File: src/design/pcid_consts.svh
`ifndef PCID_CONSTS_SVH
`define PCID_CONSTS_SVH
// ********************************************************************
// Register indices (byte address is four times the index)
// ********************************************************************
`define PCID_IDX_LANE2 8'h07
`define PCID_IDX_LANE3 8'h08
`define PCID_IDX_LANE4 8'h09
`define PCID_IDX_LANE8 8'h0D
`define PCID_IDX_WDT 8'h0F
`define PCID_IDX_FILT 8'h11
`define PCID_IDX_COLD 8'h12
`define PCID_IDX_RAMP 8'h13
`define PCID_IDX_A_SPREAD_EN 8'h18
`define PCID_IDX_A_SHAPE 8'h1C
`define PCID_IDX_A_RATIO 8'h20
`define PCID_IDX_A_BEND 8'h24
`define PCID_IDX_B_SPREAD_EN 8'h28
`define PCID_IDX_B_SHAPE 8'h2C
`define PCID_IDX_CTRL 8'h30
`define PCID_IDX_STATUS 8'h31
// ********************************************************************
// Reset values
// ********************************************************************
`define PCID_RST_LANE2 32'h0000_0001
`define PCID_RST_LANE3 32'h0000_0001
`define PCID_RST_LANE4 32'h0000_0000
`define PCID_RST_LANE8 32'h0000_0000
`define PCID_RST_WDT 32'h0000_0000
`define PCID_RST_FILT 32'h0000_0000
`define PCID_RST_COLD 32'h0000_0000
`define PCID_RST_RAMP 32'h0000_00A0
`define PCID_RST_SPREAD_EN 32'h0000_0000
`define PCID_RST_SHAPE 32'h07D9_C12B
`define PCID_RST_RATIO 32'h0000_007D
`define PCID_RST_BEND 32'h7D00_0000
// ********************************************************************
// Writable bit masks (reserved bits read zero)
// ********************************************************************
`define PCID_MSK_BYTE 32'h0000_00FF
`define PCID_MSK_SPREAD_EN 32'h0000_0003
`define PCID_MSK_SHAPE 32'hFFFF_F7FF
`define PCID_MSK_RATIO 32'h01FF_FFFF
`define PCID_MSK_BEND 32'hFFFF_FFFF
// ********************************************************************
// Field positions
// ********************************************************************
`define PCID_SEL_LSB 0
`define PCID_SPREAD_OVR_BIT 0
`define PCID_SPREAD_EN_BIT 1
`define PCID_PERIOD_LSB 0
`define PCID_MODE_LSB 9
`define PCID_STEP_LSB 12
`define PCID_FB_LSB 0
`define PCID_CAM_A_LSB 8
`define PCID_CAM_C_LSB 10
`define PCID_HOLD_OFF_BIT 12
`define PCID_HOLD_ON_BIT 13
`define PCID_REF_LSB 14
`define PCID_VCO_LSB 16
`define PCID_OUT_LSB 18
`define PCID_BEND_FRAC_LSB 0
`define PCID_BEND_INT_LSB 24
`define PCID_CTRL_COMMIT_BIT 0
// ********************************************************************
// Lane select codes
// ********************************************************************
`define PCID_CODE_USB3 2'h0
`define PCID_CODE_PCIE 2'h1
`define PCID_CODE_SATA 2'h2
// ********************************************************************
// Timing
// ********************************************************************
`define PCID_CLK_PERIOD_PS 5000
`define PCID_DEBOUNCE_NS 1000
`define PCID_DEBOUNCE_CYC ((`PCID_DEBOUNCE_NS * 1000 + `PCID_CLK_PERIOD_PS - 1) / `PCID_CLK_PERIOD_PS)
`define PCID_RAMP_TICK_US 32
`endif

File: src/design/pcid_pkg.sv
package pcid_pkg;
    // Owner of a shared high-speed lane
    typedef enum logic [1:0] {PCID_OWN_USB3, PCID_OWN_PCIE, PCID_OWN_SATA} pcid_lane_owner_t;

    typedef struct packed {
        pcid_lane_owner_t lane2;
        pcid_lane_owner_t lane3;
        pcid_lane_owner_t lane4;
        pcid_lane_owner_t lane8;
    } pcid_lanes_t;

    // Decoded controls of one PLL
    typedef struct packed {
        logic spread_on;
        logic [1:0] spread_mode;
        logic [8:0] spread_half_period_minus_one;
        logic [10:0] spread_period_refclk;
        logic [19:0] spread_step;
        logic [3:0] vco_output_divider;
        logic pll_enable;
        logic [7:0] feedback_integer_ratio;
        logic [6:0] post_divide_ratio;
        logic [1:0] reference_divide_ratio;
        logic [1:0] camera_clock_select_a;
        logic [1:0] camera_clock_select_c;
        logic [7:0] bend_integer;
        logic [23:0] bend_fraction;
    } pcid_pll_t;

    typedef enum {PCID_RAMP_IDLE, PCID_RAMP_WAIT, PCID_RAMP_DONE} pcid_ramp_state_t;
endpackage

File: src/design/pcid_decoder.sv
`timescale 1ns/1ps
`include "pcid_consts.svh"

// Contract
// - Lanes two and three: code 00 routes USB3, 01 PCIe; PCIe default.
// - Lane four: code 00 routes USB3 (default), code 01 routes PCIe.
// - Lane eight: code 00 routes USB3 (default), code 10 routes SATA.
// - Watchdog inhibit zero lets expiry reboot and enables reset break.
// - Filter-off zero keeps reset button debounced; one bypasses debouncing.
// - Non-zero cold-reset byte issues cold reset on commit only when PLL words differ from reset, so PLL changes apply.
// - Ramp timer waits programmed RTC ticks of 32 us on sleep exit.
// - Control word bit 1 enables spreading, bit 0 overrides to apply it.
// - Mode bits 10:9 pick down, up, centre-down or centre-up spread.
// - Bits 8:0 set modulation period of 2*(value+1) reference clocks.
// - Bits 31:12 set fractional modulation step, default 0x7D9C.
// - Bits 17:16 divide VCO by 1, 2, 4 or 8.
// - Bit 13 forces PLL on, bit 12 off; else power state rules.
// - Bits 7:0 hold integer feedback ratio, default 125.
// - Bending word: integer ratio in 31:24, fractional shift in 23:0.
// - Post, reference and camera select fields are stored but unused.
module pcid_decoder
    import pcid_pkg::*;
#(
    parameter int DEBOUNCE_CYC = `PCID_DEBOUNCE_CYC
)(
    input wire logic clk,
    input wire logic rst_n,
    input wire logic [9:0] avs_address,
    input wire logic avs_read,
    input wire logic avs_write,
    input wire logic [31:0] avs_writedata,
    output logic [31:0] avs_readdata,
    output logic [1:0] avs_response,
    output logic avs_waitrequest,
    input wire logic rtc_tick,
    input wire logic sleep_exit_start,
    input wire logic watchdog_expire,
    input wire logic reset_button_raw,
    input wire logic pll_a_power_on,
    input wire logic pll_b_power_on,
    output pcid_lanes_t lanes,
    output pcid_pll_t pll_a,
    output pcid_pll_t pll_b,
    output logic platform_reboot,
    output logic reset_break_enable,
    output logic reset_button_clean,
    output logic cold_reset_req,
    output logic ramp_done,
    output logic config_latched
);
    localparam int NREG = 14;
    localparam logic [7:0] IDX [NREG] = '{`PCID_IDX_LANE2, `PCID_IDX_LANE3, `PCID_IDX_LANE4,
        `PCID_IDX_LANE8, `PCID_IDX_WDT, `PCID_IDX_FILT, `PCID_IDX_COLD, `PCID_IDX_RAMP,
        `PCID_IDX_A_SPREAD_EN, `PCID_IDX_A_SHAPE, `PCID_IDX_A_RATIO, `PCID_IDX_A_BEND,
        `PCID_IDX_B_SPREAD_EN, `PCID_IDX_B_SHAPE};
    localparam logic [31:0] RST [NREG] = '{`PCID_RST_LANE2, `PCID_RST_LANE3, `PCID_RST_LANE4,
        `PCID_RST_LANE8, `PCID_RST_WDT, `PCID_RST_FILT, `PCID_RST_COLD, `PCID_RST_RAMP,
        `PCID_RST_SPREAD_EN, `PCID_RST_SHAPE, `PCID_RST_RATIO, `PCID_RST_BEND,
        `PCID_RST_SPREAD_EN, `PCID_RST_SHAPE};
    localparam logic [31:0] MSK [NREG] = '{`PCID_MSK_BYTE, `PCID_MSK_BYTE, `PCID_MSK_BYTE,
        `PCID_MSK_BYTE, `PCID_MSK_BYTE, `PCID_MSK_BYTE, `PCID_MSK_BYTE, `PCID_MSK_BYTE,
        `PCID_MSK_SPREAD_EN, `PCID_MSK_SHAPE, `PCID_MSK_RATIO, `PCID_MSK_BEND,
        `PCID_MSK_SPREAD_EN, `PCID_MSK_SHAPE};
    localparam int L2 = 0, L3 = 1, L4 = 2, L8 = 3, WDT = 4, FLT = 5, CLD = 6, RMP = 7;
    localparam int AEN = 8, ASH = 9, ART = 10, ABN = 11, BEN = 12, BSH = 13;

    // A one-cycle window would pass every glitch; the window counter is 16 bits
    if (DEBOUNCE_CYC < 2 || DEBOUNCE_CYC > 65535)
    begin : g_bad_debounce
        $error("DEBOUNCE_CYC out of range");
    end

    // ****************************************************************
    // Avalon-MM slave: one wait state, answer at the second edge
    // ****************************************************************
    logic ack_q, ack_d;
    logic [31:0] rdata_q, rdata_d;
    logic [1:0] resp_q, resp_d;
    logic [31:0] shadow_q [NREG];
    logic [31:0] shadow_d [NREG];
    logic [31:0] active_q [NREG];
    logic [31:0] active_d [NREG];
    logic latched_q, latched_d;
    logic [NREG-1:0] hit;
    logic [7:0] widx;
    logic req, wr_fire, commit, any_hit, ramp_busy;

    assign req = avs_read | avs_write;
    assign avs_waitrequest = req & ~ack_q;
    assign wr_fire = avs_write & ack_q;
    assign widx = avs_address[9:2];
    assign avs_readdata = rdata_q;
    assign avs_response = resp_q;
    assign any_hit = |hit;

    // Per-register decode and software write with reserved bits masked
    genvar g;
    generate
        for (g = 0; g < NREG; g++)
        begin : g_reg
            assign hit[g] = (widx == IDX[g]);
            always_comb
            begin
                shadow_d[g] = shadow_q[g];
                active_d[g] = active_q[g];
                if (wr_fire && hit[g])
                begin
                    shadow_d[g] = avs_writedata & MSK[g];
                end
                if (commit)
                begin
                    active_d[g] = shadow_q[g];
                end
            end
            always_ff @(posedge clk)
            begin
                if (!rst_n)
                begin
                    shadow_q[g] <= RST[g];
                    active_q[g] <= RST[g];
                end
                else
                begin
                    shadow_q[g] <= shadow_d[g];
                    active_q[g] <= active_d[g];
                end
            end
        end
    endgenerate

    // Only the first commit after reset takes, so the controls never move mid-run
    assign commit = wr_fire && (widx == `PCID_IDX_CTRL) && avs_writedata[`PCID_CTRL_COMMIT_BIT] && !latched_q;

    // Read mux; unmapped addresses read zero with a decode-error response
    always_comb
    begin
        ack_d = req & ~ack_q;
        rdata_d = rdata_q;
        resp_d = resp_q;
        latched_d = latched_q | commit;
        if (req && !ack_q)
        begin
            rdata_d = 32'h0000_0000;
            resp_d = 2'h0;
            for (int i = 0; i < NREG; i++)
                rdata_d = hit[i] ? shadow_q[i] : rdata_d;
            if (widx == `PCID_IDX_CTRL)
            begin
                rdata_d = {31'h0000_0000, latched_q};
            end
            else if (widx == `PCID_IDX_STATUS)
            begin
                rdata_d = {29'h0000_0000, ramp_busy, ramp_done, latched_q};
            end
            else if (!any_hit)
            begin
                resp_d = 2'h3;
            end
        end
    end

    always_ff @(posedge clk)
    begin
        if (!rst_n)
        begin
            ack_q <= 1'b0;
            rdata_q <= 32'h0000_0000;
            resp_q <= 2'h0;
            latched_q <= 1'b0;
        end
        else
        begin
            ack_q <= ack_d;
            rdata_q <= rdata_d;
            resp_q <= resp_d;
            latched_q <= latched_d;
        end
    end
    assign config_latched = latched_q;

    // ****************************************************************
    // Lane owner decode
    // ****************************************************************
    // Unknown codes fall back to the lane's default owner
    function automatic pcid_lane_owner_t dec_lane(input logic [1:0] code, input logic [1:0] alt,
                                                  input pcid_lane_owner_t alt_owner,
                                                  input pcid_lane_owner_t dflt);
        return (code == `PCID_CODE_USB3) ? PCID_OWN_USB3 : ((code == alt) ? alt_owner : dflt);
    endfunction

    assign lanes.lane2 = dec_lane(active_q[L2][1:0], `PCID_CODE_PCIE, PCID_OWN_PCIE, PCID_OWN_PCIE);
    assign lanes.lane3 = dec_lane(active_q[L3][1:0], `PCID_CODE_PCIE, PCID_OWN_PCIE, PCID_OWN_PCIE);
    assign lanes.lane4 = dec_lane(active_q[L4][1:0], `PCID_CODE_PCIE, PCID_OWN_PCIE, PCID_OWN_USB3);
    assign lanes.lane8 = dec_lane(active_q[L8][1:0], `PCID_CODE_SATA, PCID_OWN_SATA, PCID_OWN_USB3);

    // ****************************************************************
    // PLL control decode
    // ****************************************************************
    function automatic pcid_pll_t dec_pll(input logic [31:0] en_w, input logic [31:0] sh_w,
                                          input logic [31:0] rt_w, input logic [31:0] bn_w,
                                          input logic power_on);
        pcid_pll_t p;
        p.spread_on = en_w[`PCID_SPREAD_OVR_BIT] & en_w[`PCID_SPREAD_EN_BIT];
        p.spread_mode = sh_w[`PCID_MODE_LSB +: 2];
        p.spread_half_period_minus_one = sh_w[`PCID_PERIOD_LSB +: 9];
        p.spread_period_refclk = {1'b0, sh_w[`PCID_PERIOD_LSB +: 9], 1'b0} + 11'h002;
        p.spread_step = sh_w[`PCID_STEP_LSB +: 20];
        p.vco_output_divider = 4'h1 << rt_w[`PCID_VCO_LSB +: 2];
        // Force-on beats force-off so a misprogrammed pair never kills the clock
        p.pll_enable = rt_w[`PCID_HOLD_ON_BIT] | (~rt_w[`PCID_HOLD_OFF_BIT] & power_on);
        p.feedback_integer_ratio = rt_w[`PCID_FB_LSB +: 8];
        p.post_divide_ratio = rt_w[`PCID_OUT_LSB +: 7];
        p.reference_divide_ratio = rt_w[`PCID_REF_LSB +: 2];
        p.camera_clock_select_a = rt_w[`PCID_CAM_A_LSB +: 2];
        p.camera_clock_select_c = rt_w[`PCID_CAM_C_LSB +: 2];
        p.bend_integer = bn_w[`PCID_BEND_INT_LSB +: 8];
        p.bend_fraction = bn_w[`PCID_BEND_FRAC_LSB +: 24];
        return p;
    endfunction

    // The second PLL has no ratio or bending words; it runs on their defaults
    assign pll_a = dec_pll(active_q[AEN], active_q[ASH], active_q[ART], active_q[ABN], pll_a_power_on);
    assign pll_b = dec_pll(active_q[BEN], active_q[BSH], `PCID_RST_RATIO, `PCID_RST_BEND, pll_b_power_on);

    // ****************************************************************
    // Watchdog, cold reset and reset button filter
    // ****************************************************************
    logic reboot_q, reboot_d, brk_q, brk_d, cold_q, cold_d, clean_q, clean_d;
    logic [15:0] db_cnt_q, db_cnt_d;
    logic pll_changed;

    assign pll_changed = (shadow_q[AEN] != `PCID_RST_SPREAD_EN) || (shadow_q[ASH] != `PCID_RST_SHAPE) ||
                         (shadow_q[ART] != `PCID_RST_RATIO) || (shadow_q[ABN] != `PCID_RST_BEND) ||
                         (shadow_q[BEN] != `PCID_RST_SPREAD_EN) || (shadow_q[BSH] != `PCID_RST_SHAPE);

    always_comb
    begin
        reboot_d = watchdog_expire && (active_q[WDT][7:0] == 8'h00);
        brk_d = (active_q[WDT][7:0] == 8'h00);
        cold_d = commit && (shadow_q[CLD][7:0] != 8'h00) && pll_changed;
        db_cnt_d = 16'h0000;
        clean_d = clean_q;
        if (active_q[FLT][7:0] != 8'h00)
        begin
            clean_d = reset_button_raw;
        end
        else if (reset_button_raw != clean_q)
        begin
            // Level must hold the whole window before it is believed
            db_cnt_d = db_cnt_q + 16'h0001;
            if (db_cnt_q == 16'(DEBOUNCE_CYC - 1))
            begin
                clean_d = reset_button_raw;
                db_cnt_d = 16'h0000;
            end
        end
    end

    always_ff @(posedge clk)
    begin
        if (!rst_n)
        begin
            reboot_q <= 1'b0;
            brk_q <= 1'b0;
            cold_q <= 1'b0;
            clean_q <= 1'b0;
            db_cnt_q <= 16'h0000;
        end
        else
        begin
            reboot_q <= reboot_d;
            brk_q <= brk_d;
            cold_q <= cold_d;
            clean_q <= clean_d;
            db_cnt_q <= db_cnt_d;
        end
    end
    assign platform_reboot = reboot_q;
    assign reset_break_enable = brk_q;
    assign cold_reset_req = cold_q;
    assign reset_button_clean = clean_q;

    // ****************************************************************
    // Rail ramp timer on synchronised RTC ticks
    // ****************************************************************
    pcid_ramp_state_t st_q, st_d;
    logic [7:0] ticks_q, ticks_d;
    logic sync1_q, sync2_q, sync3_q, tick_en;

    assign tick_en = sync2_q & ~sync3_q;
    assign ramp_busy = (st_q == PCID_RAMP_WAIT);
    assign ramp_done = (st_q == PCID_RAMP_DONE);

    always_comb
    begin
        st_d = st_q;
        ticks_d = ticks_q;
        case (st_q)
            // A restart from done is allowed, so both states share the start path
            PCID_RAMP_IDLE, PCID_RAMP_DONE:
            begin
                if (sleep_exit_start)
                begin
                    ticks_d = 8'h00;
                    st_d = (active_q[RMP][7:0] == 8'h00) ? PCID_RAMP_DONE : PCID_RAMP_WAIT;
                end
            end
            PCID_RAMP_WAIT:
            begin
                if (tick_en)
                begin
                    ticks_d = ticks_q + 8'h01;
                    if (ticks_q + 8'h01 == active_q[RMP][7:0])
                    begin
                        st_d = PCID_RAMP_DONE;
                    end
                end
            end
            default:
            begin
                st_d = PCID_RAMP_IDLE;
            end
        endcase
    end

    always_ff @(posedge clk)
    begin
        if (!rst_n)
        begin
            st_q <= PCID_RAMP_IDLE;
            ticks_q <= 8'h00;
            sync1_q <= 1'b0;
            sync2_q <= 1'b0;
            sync3_q <= 1'b0;
        end
        else
        begin
            st_q <= st_d;
            ticks_q <= ticks_d;
            sync1_q <= rtc_tick;
            sync2_q <= sync1_q;
            sync3_q <= sync2_q;
        end
    end
endmodule

File: config.mk
export PLATFORM = sky130hd
export DESIGN_NAME = pcid_decoder
export DESIGN_NICKNAME = d
export VERILOG_FILES = /design/src/design/pcid_pkg.sv /design/src/design/pcid_decoder.sv
export VERILOG_INCLUDE_DIRS = /design/src /design/src/design
export SDC_FILE = /design/constraint.sdc
export NUM_CORES = 1
export LEC_CHECK = 0
export ABC_AREA = 1
export BUFFER_PORTS_ARGS = -buffer_cell sky130_fd_sc_hd__buf_2
export CORE_ASPECT_RATIO = 0.8
export CORE_MARGIN = 2
export CORE_UTILIZATION = 59
export CTS_CLUSTER_SIZE = 10
export DETAILED_ROUTE_END_ITERATION = 6
export PLACE_DENSITY = 0.81
export SLEW_MARGIN = 20
export SYNTH_ARGS = -nofsm -noshare
export SYNTH_HDL_FRONTEND = slang
export SYNTH_SLANG_ARGS = --single-unit
File: constraint.sdc
create_clock -name clk -period 3.6 [get_ports clk]
set_clock_uncertainty 0.15 [all_clocks]
set_input_delay 0.54 -clock clk [delete_from_list [all_inputs] [get_ports clk]]
set_output_delay 0.54 -clock clk [all_outputs]
set_load 0.005 [all_outputs]
==> insert_results.sql <==
INSERT INTO impl_metrics (metric_group, metric, value, unit) VALUES
('critical_path', 'critical_path_class', 'reg2out', ''),
('clock_network', 'path_clk_slew', '50', 'ps'),
('routing', 'wl_per_cell', '19.5', 'µm'),
('clock_network', 'cts_max_level', '2', ''),
('clock_network', 'cts_hold_buffers', '0', ''),
('critical_path', 'timing.critical_path.fanout_max', '5', ''),
('sta', 'timing_worst_slew_pin_value', '1000', 'ps'),
('synth', 'synthFlopType', 'sky130_fd_sc_hd__dfxtp_1', ''),
('placed_design', 'placement.io_buffers', '235', ''),
('final_layout', 'layout.area.seq', '8210', 'µm²'),
('final_layout', 'final_core_utilization', '64.0', '%'),
('sta', 'timing.setup.tns', '0', 'ps'),
('critical_path', 'worstPathArrival', '1940', 'ps'),
('routing', 'drc', '0', ''),
('clock_network', 'clock_tree_from_tritoncts', 'built', ''),
('synth', 'synth_largest_type_area_fraction', '45.5', '%'),
('sta', 'max_freq', '380', 'MHz'),
('clock_network', 'clkLatencyLatePin', '550', 'ps'),
('final_layout', 'antennaDiodeCount', '0', ''),
('final_layout', 'layout-drive-gt1-share', '14.6', '%'),
('pwr', 'ir_drop', '278', 'µV'),
('synth', 'synth_cell_types', '52', ''),
('clock_network', 'tritoncts.num_buffers', '46', ''),
('die', 'horizontal_extent_of_the_die', '200', 'µm'),
('sta', 'final_hold_viol_count', '0', ''),
('critical_path', 'timing.critical_path.to_type', 'output port', ''),
('synth', 'synthDominantAreaCellType', 'sky130_fd_sc_hd__dfxtp_1', ''),
('flow_run', 'number_of_max_capacitance_violations_reported', '0', ''),
('pwr', 'leakage_dissipation', '0.00842', 'µW'),
('sta', 'period_minus_ws_final', '2630', 'ps'),
('routing', 'detailedRoute.firstIterationViolations', '2183', ''),
('synth', 'syn_avg_cell_area', '7.69', 'µm²'),
('synth', 'synth_edf_count', '0', ''),
('routing', 'drt_pre_antenna_iters', '6', ''),
('global_route', 'tot_gr_track_use', '33.3', '%'),
('sta', 'rsz0062_at_grt', 'no', ''),
('synth', 'synth-async-reset-ratio', '0', '%'),
('critical_path', 'startpoint_type', 'flop', ''),
('synth', 'synth.cell_area', '18100', 'µm²'),
('clock_network', 'clk_root_buffer_cell', 'sky130_fd_sc_hd__clkbuf_16', ''),
('global_route', 'grt_antenna_before_repair', '1', ''),
('routing', 'wirelength', '54900', 'µm'),
('clock_network', 'ctsLongestPathBuffers', '3', ''),
('die', 'floorplan.initialDensity', '59.7', '%'),
('sta', 'pins_over_their_slew_limit', '0', ''),
('synth', 'synthCells', '2347', ''),
('sta', 'relSlewSlack', '33.1', '%'),
('routing', 'ant_nets', '0', ''),
('clock_network', 'post_cts.resized_instances', '0', ''),
('synth', 'ys.warnings.count', '0', ''),
('synth', 'post_synth_main_area_contributors', 'sky130_fd_sc_hd__dfxtp_1, sky130_fd_sc_hd__a21oi_1, sky130_fd_sc_hd__buf_4', ''),
('placed_design', 'post-dp-hpwl', '38700', 'µm'),
('global_route', 'grt_overflow', '0', ''),
('final_layout', 'layout.filler_cells', '2638', ''),
('die', 'rows', '57', ''),
('final_layout', 'mostFrequentLayoutCell', 'sky130_fd_sc_hd__dfxtp_1', ''),
('synth', 'post_synthesis_register_bit_count', '410', ''),
('die', 'core_area', '30200', 'µm²'),
('sta', 'final-setup-viol-count', '0', ''),
('clock_network', 'postCtsSetupBuffers', '0', ''),
('final_layout', 'multi_input_area', '7200', 'µm²'),
('die', 'ios', '303', ''),
('routing', 'drt-vias-per-instance', '5.80', ''),
('global_route', 'number_of_global_route_vias_before_repair', '14952', ''),
('sta', 'final.period_utilization', '73.0', '%'),
('final_layout', 'layout.nets', '2458', ''),
('final_layout', 'most-common-layout-cells', 'sky130_fd_sc_hd__dfxtp_1, sky130_fd_sc_hd__nand2_1, sky130_fd_sc_hd__a21oi_1, sky130_fd_sc_hd__o21ai_0, sky130_fd_sc_hd__buf_2', ''),
('die', 'die_height', '160', 'µm'),
('global_route', 'grt_pass1_wl', '82800', 'µm'),
('worst_hold_path', 'timing.hold.worst.class', 'in2reg', ''),
('critical_path', 'required', '2910', 'ps'),
('synth', 'synth_seq_area_share', '45.5', '%'),
('clock_network', 'tritoncts_num_sinks', '410', ''),
('routing', 'total_via_count_in_the_routed_design', '16319', ''),
('global_route', 'largest_net_degree_at_the_start_of_global_routing', '162', ''),
('final_layout', 'area_growth_syn_to_layout', '7.23', '%'),
('placed_design', 'gpl.final_weighted_congestion', '0.959', ''),
('die', 'die-area', '32000', 'µm²'),
('outcome', 'run_status', 'finished clean', ''),
('pwr', 'pwrdens', '458', 'nW/µm²');
synth_stat cells, types with 12 or more instances:
| cell | count |
|---|---|
| sky130_fd_sc_hd__o211ai_1 | 46 |
| sky130_fd_sc_hd__inv_1 | 225 |
| sky130_fd_sc_hd__o21ai_0 | 277 |
| sky130_fd_sc_hd__a21oi_1 | 316 |
| sky130_fd_sc_hd__o22ai_1 | 13 |
| sky130_fd_sc_hd__nand4_1 | 30 |
| sky130_fd_sc_hd__xor2_1 | 21 |
| sky130_fd_sc_hd__nand3_1 | 88 |
| sky130_fd_sc_hd__inv_2 | 12 |
| sky130_fd_sc_hd__buf_2 | 38 |
| sky130_fd_sc_hd__buf_4 | 187 |
| sky130_fd_sc_hd__clkbuf_1 | 65 |
| sky130_fd_sc_hd__nor3_1 | 15 |
| sky130_fd_sc_hd__nor2_1 | 105 |
| sky130_fd_sc_hd__nand2_1 | 354 |
| sky130_fd_sc_hd__dfxtp_1 | 410 |
| sky130_fd_sc_hd__nor4_1 | 28 |
area by class of cell:
class,instances,area share [%]
Multi-Input combinational cell,1449,37.2
Clock buffer,46,5.95
Timing Repair Buffer,253,7.00
Clock inverter,1,0.0840
Sequential cell,410,42.4
Inverter,242,4.72
Tap cell,413,2.67
critical path: stages (launching register included):
cell and delay [ps]:
sky130_fd_sc_hd__dfxtp_1 420, sky130_fd_sc_hd__nand3_1 160, sky130_fd_sc_hd__nor4_1 440, sky130_fd_sc_hd__nand2_1 110, sky130_fd_sc_hd__nor2_1 140, sky130_fd_sc_hd__buf_2 130
stage by stage:
stage | cell area (µm²) | instances | setup slack [ps] | hold slack (ps) | power, µW
global route | 19400 | 2814 | 860 | 43.7 | 9090
CTS | 19400 | 2814 | 987 | 31.8 | 8860
finish | 19400 | 2814 | 972 | 44.7 | 8860
floorplan | 18300 | 2408 | 1550 | 240 | 4910
detailed placement | 18200 | 2767 | 789 | 252 | 5000
global placement | 18200 | 2767 | 852 | 254 | 4990
metal layers:
metal | GRT usage, % | share of wire (%)
met1 | 47.9 | 42
met2 | 47.9 | 41
met3 | 9.87 | 13
met4 | 10.5 | 3.0
met5 | 0 | 0.024
report_power, final:
part           internal, µW  leakage (µW)  switching [µW]
Clock                  2240      0.000574            1710
Combinational          81.1       0.00454             270
Sequential             4550       0.00331            10.5
Total                  6870       0.00842            1990
worst paths after layout:
path | startpoint | to | slack (ps) | depth (start not counted)
min reg2reg | sync1_q | sync2_q | 270 | 2
max reg2reg | st_q[0] | ticks_q[1] | 1190 | 8
max | active_q[1][34] | pll_a[88] | 970 | 5
min | rtc_tick | sync1_q | 40 | 3
state kept, by name, indices dropped and copies added (netlist names):
name / flops
db_cnt_q: 16
st_q: 2
avs_readdata: 32
ack_q: 1
shadow_q: 187
reset_button_clean: 1
active_q: 155
reset_break_enable: 1
config_latched: 1
ticks_q: 8
cold_reset_req: 1
platform_reboot: 1
sync3_q: 1
sync1_q: 1
sync2_q: 1
avs_response: 1
cells by family after synthesis:
kind of cell | count (synthesis) | synth area share [%]
compound gates | 701 | 20.9
xor+xnor | 24 | 1.16
fa+ha+maj | 4 | 0.277
buf+inv | 549 | 15.9
flops | 410 | 45.5
other cells | 2 | 0.0416
simple gates | 657 | 16.2
(Power assumes the default switching activity.)
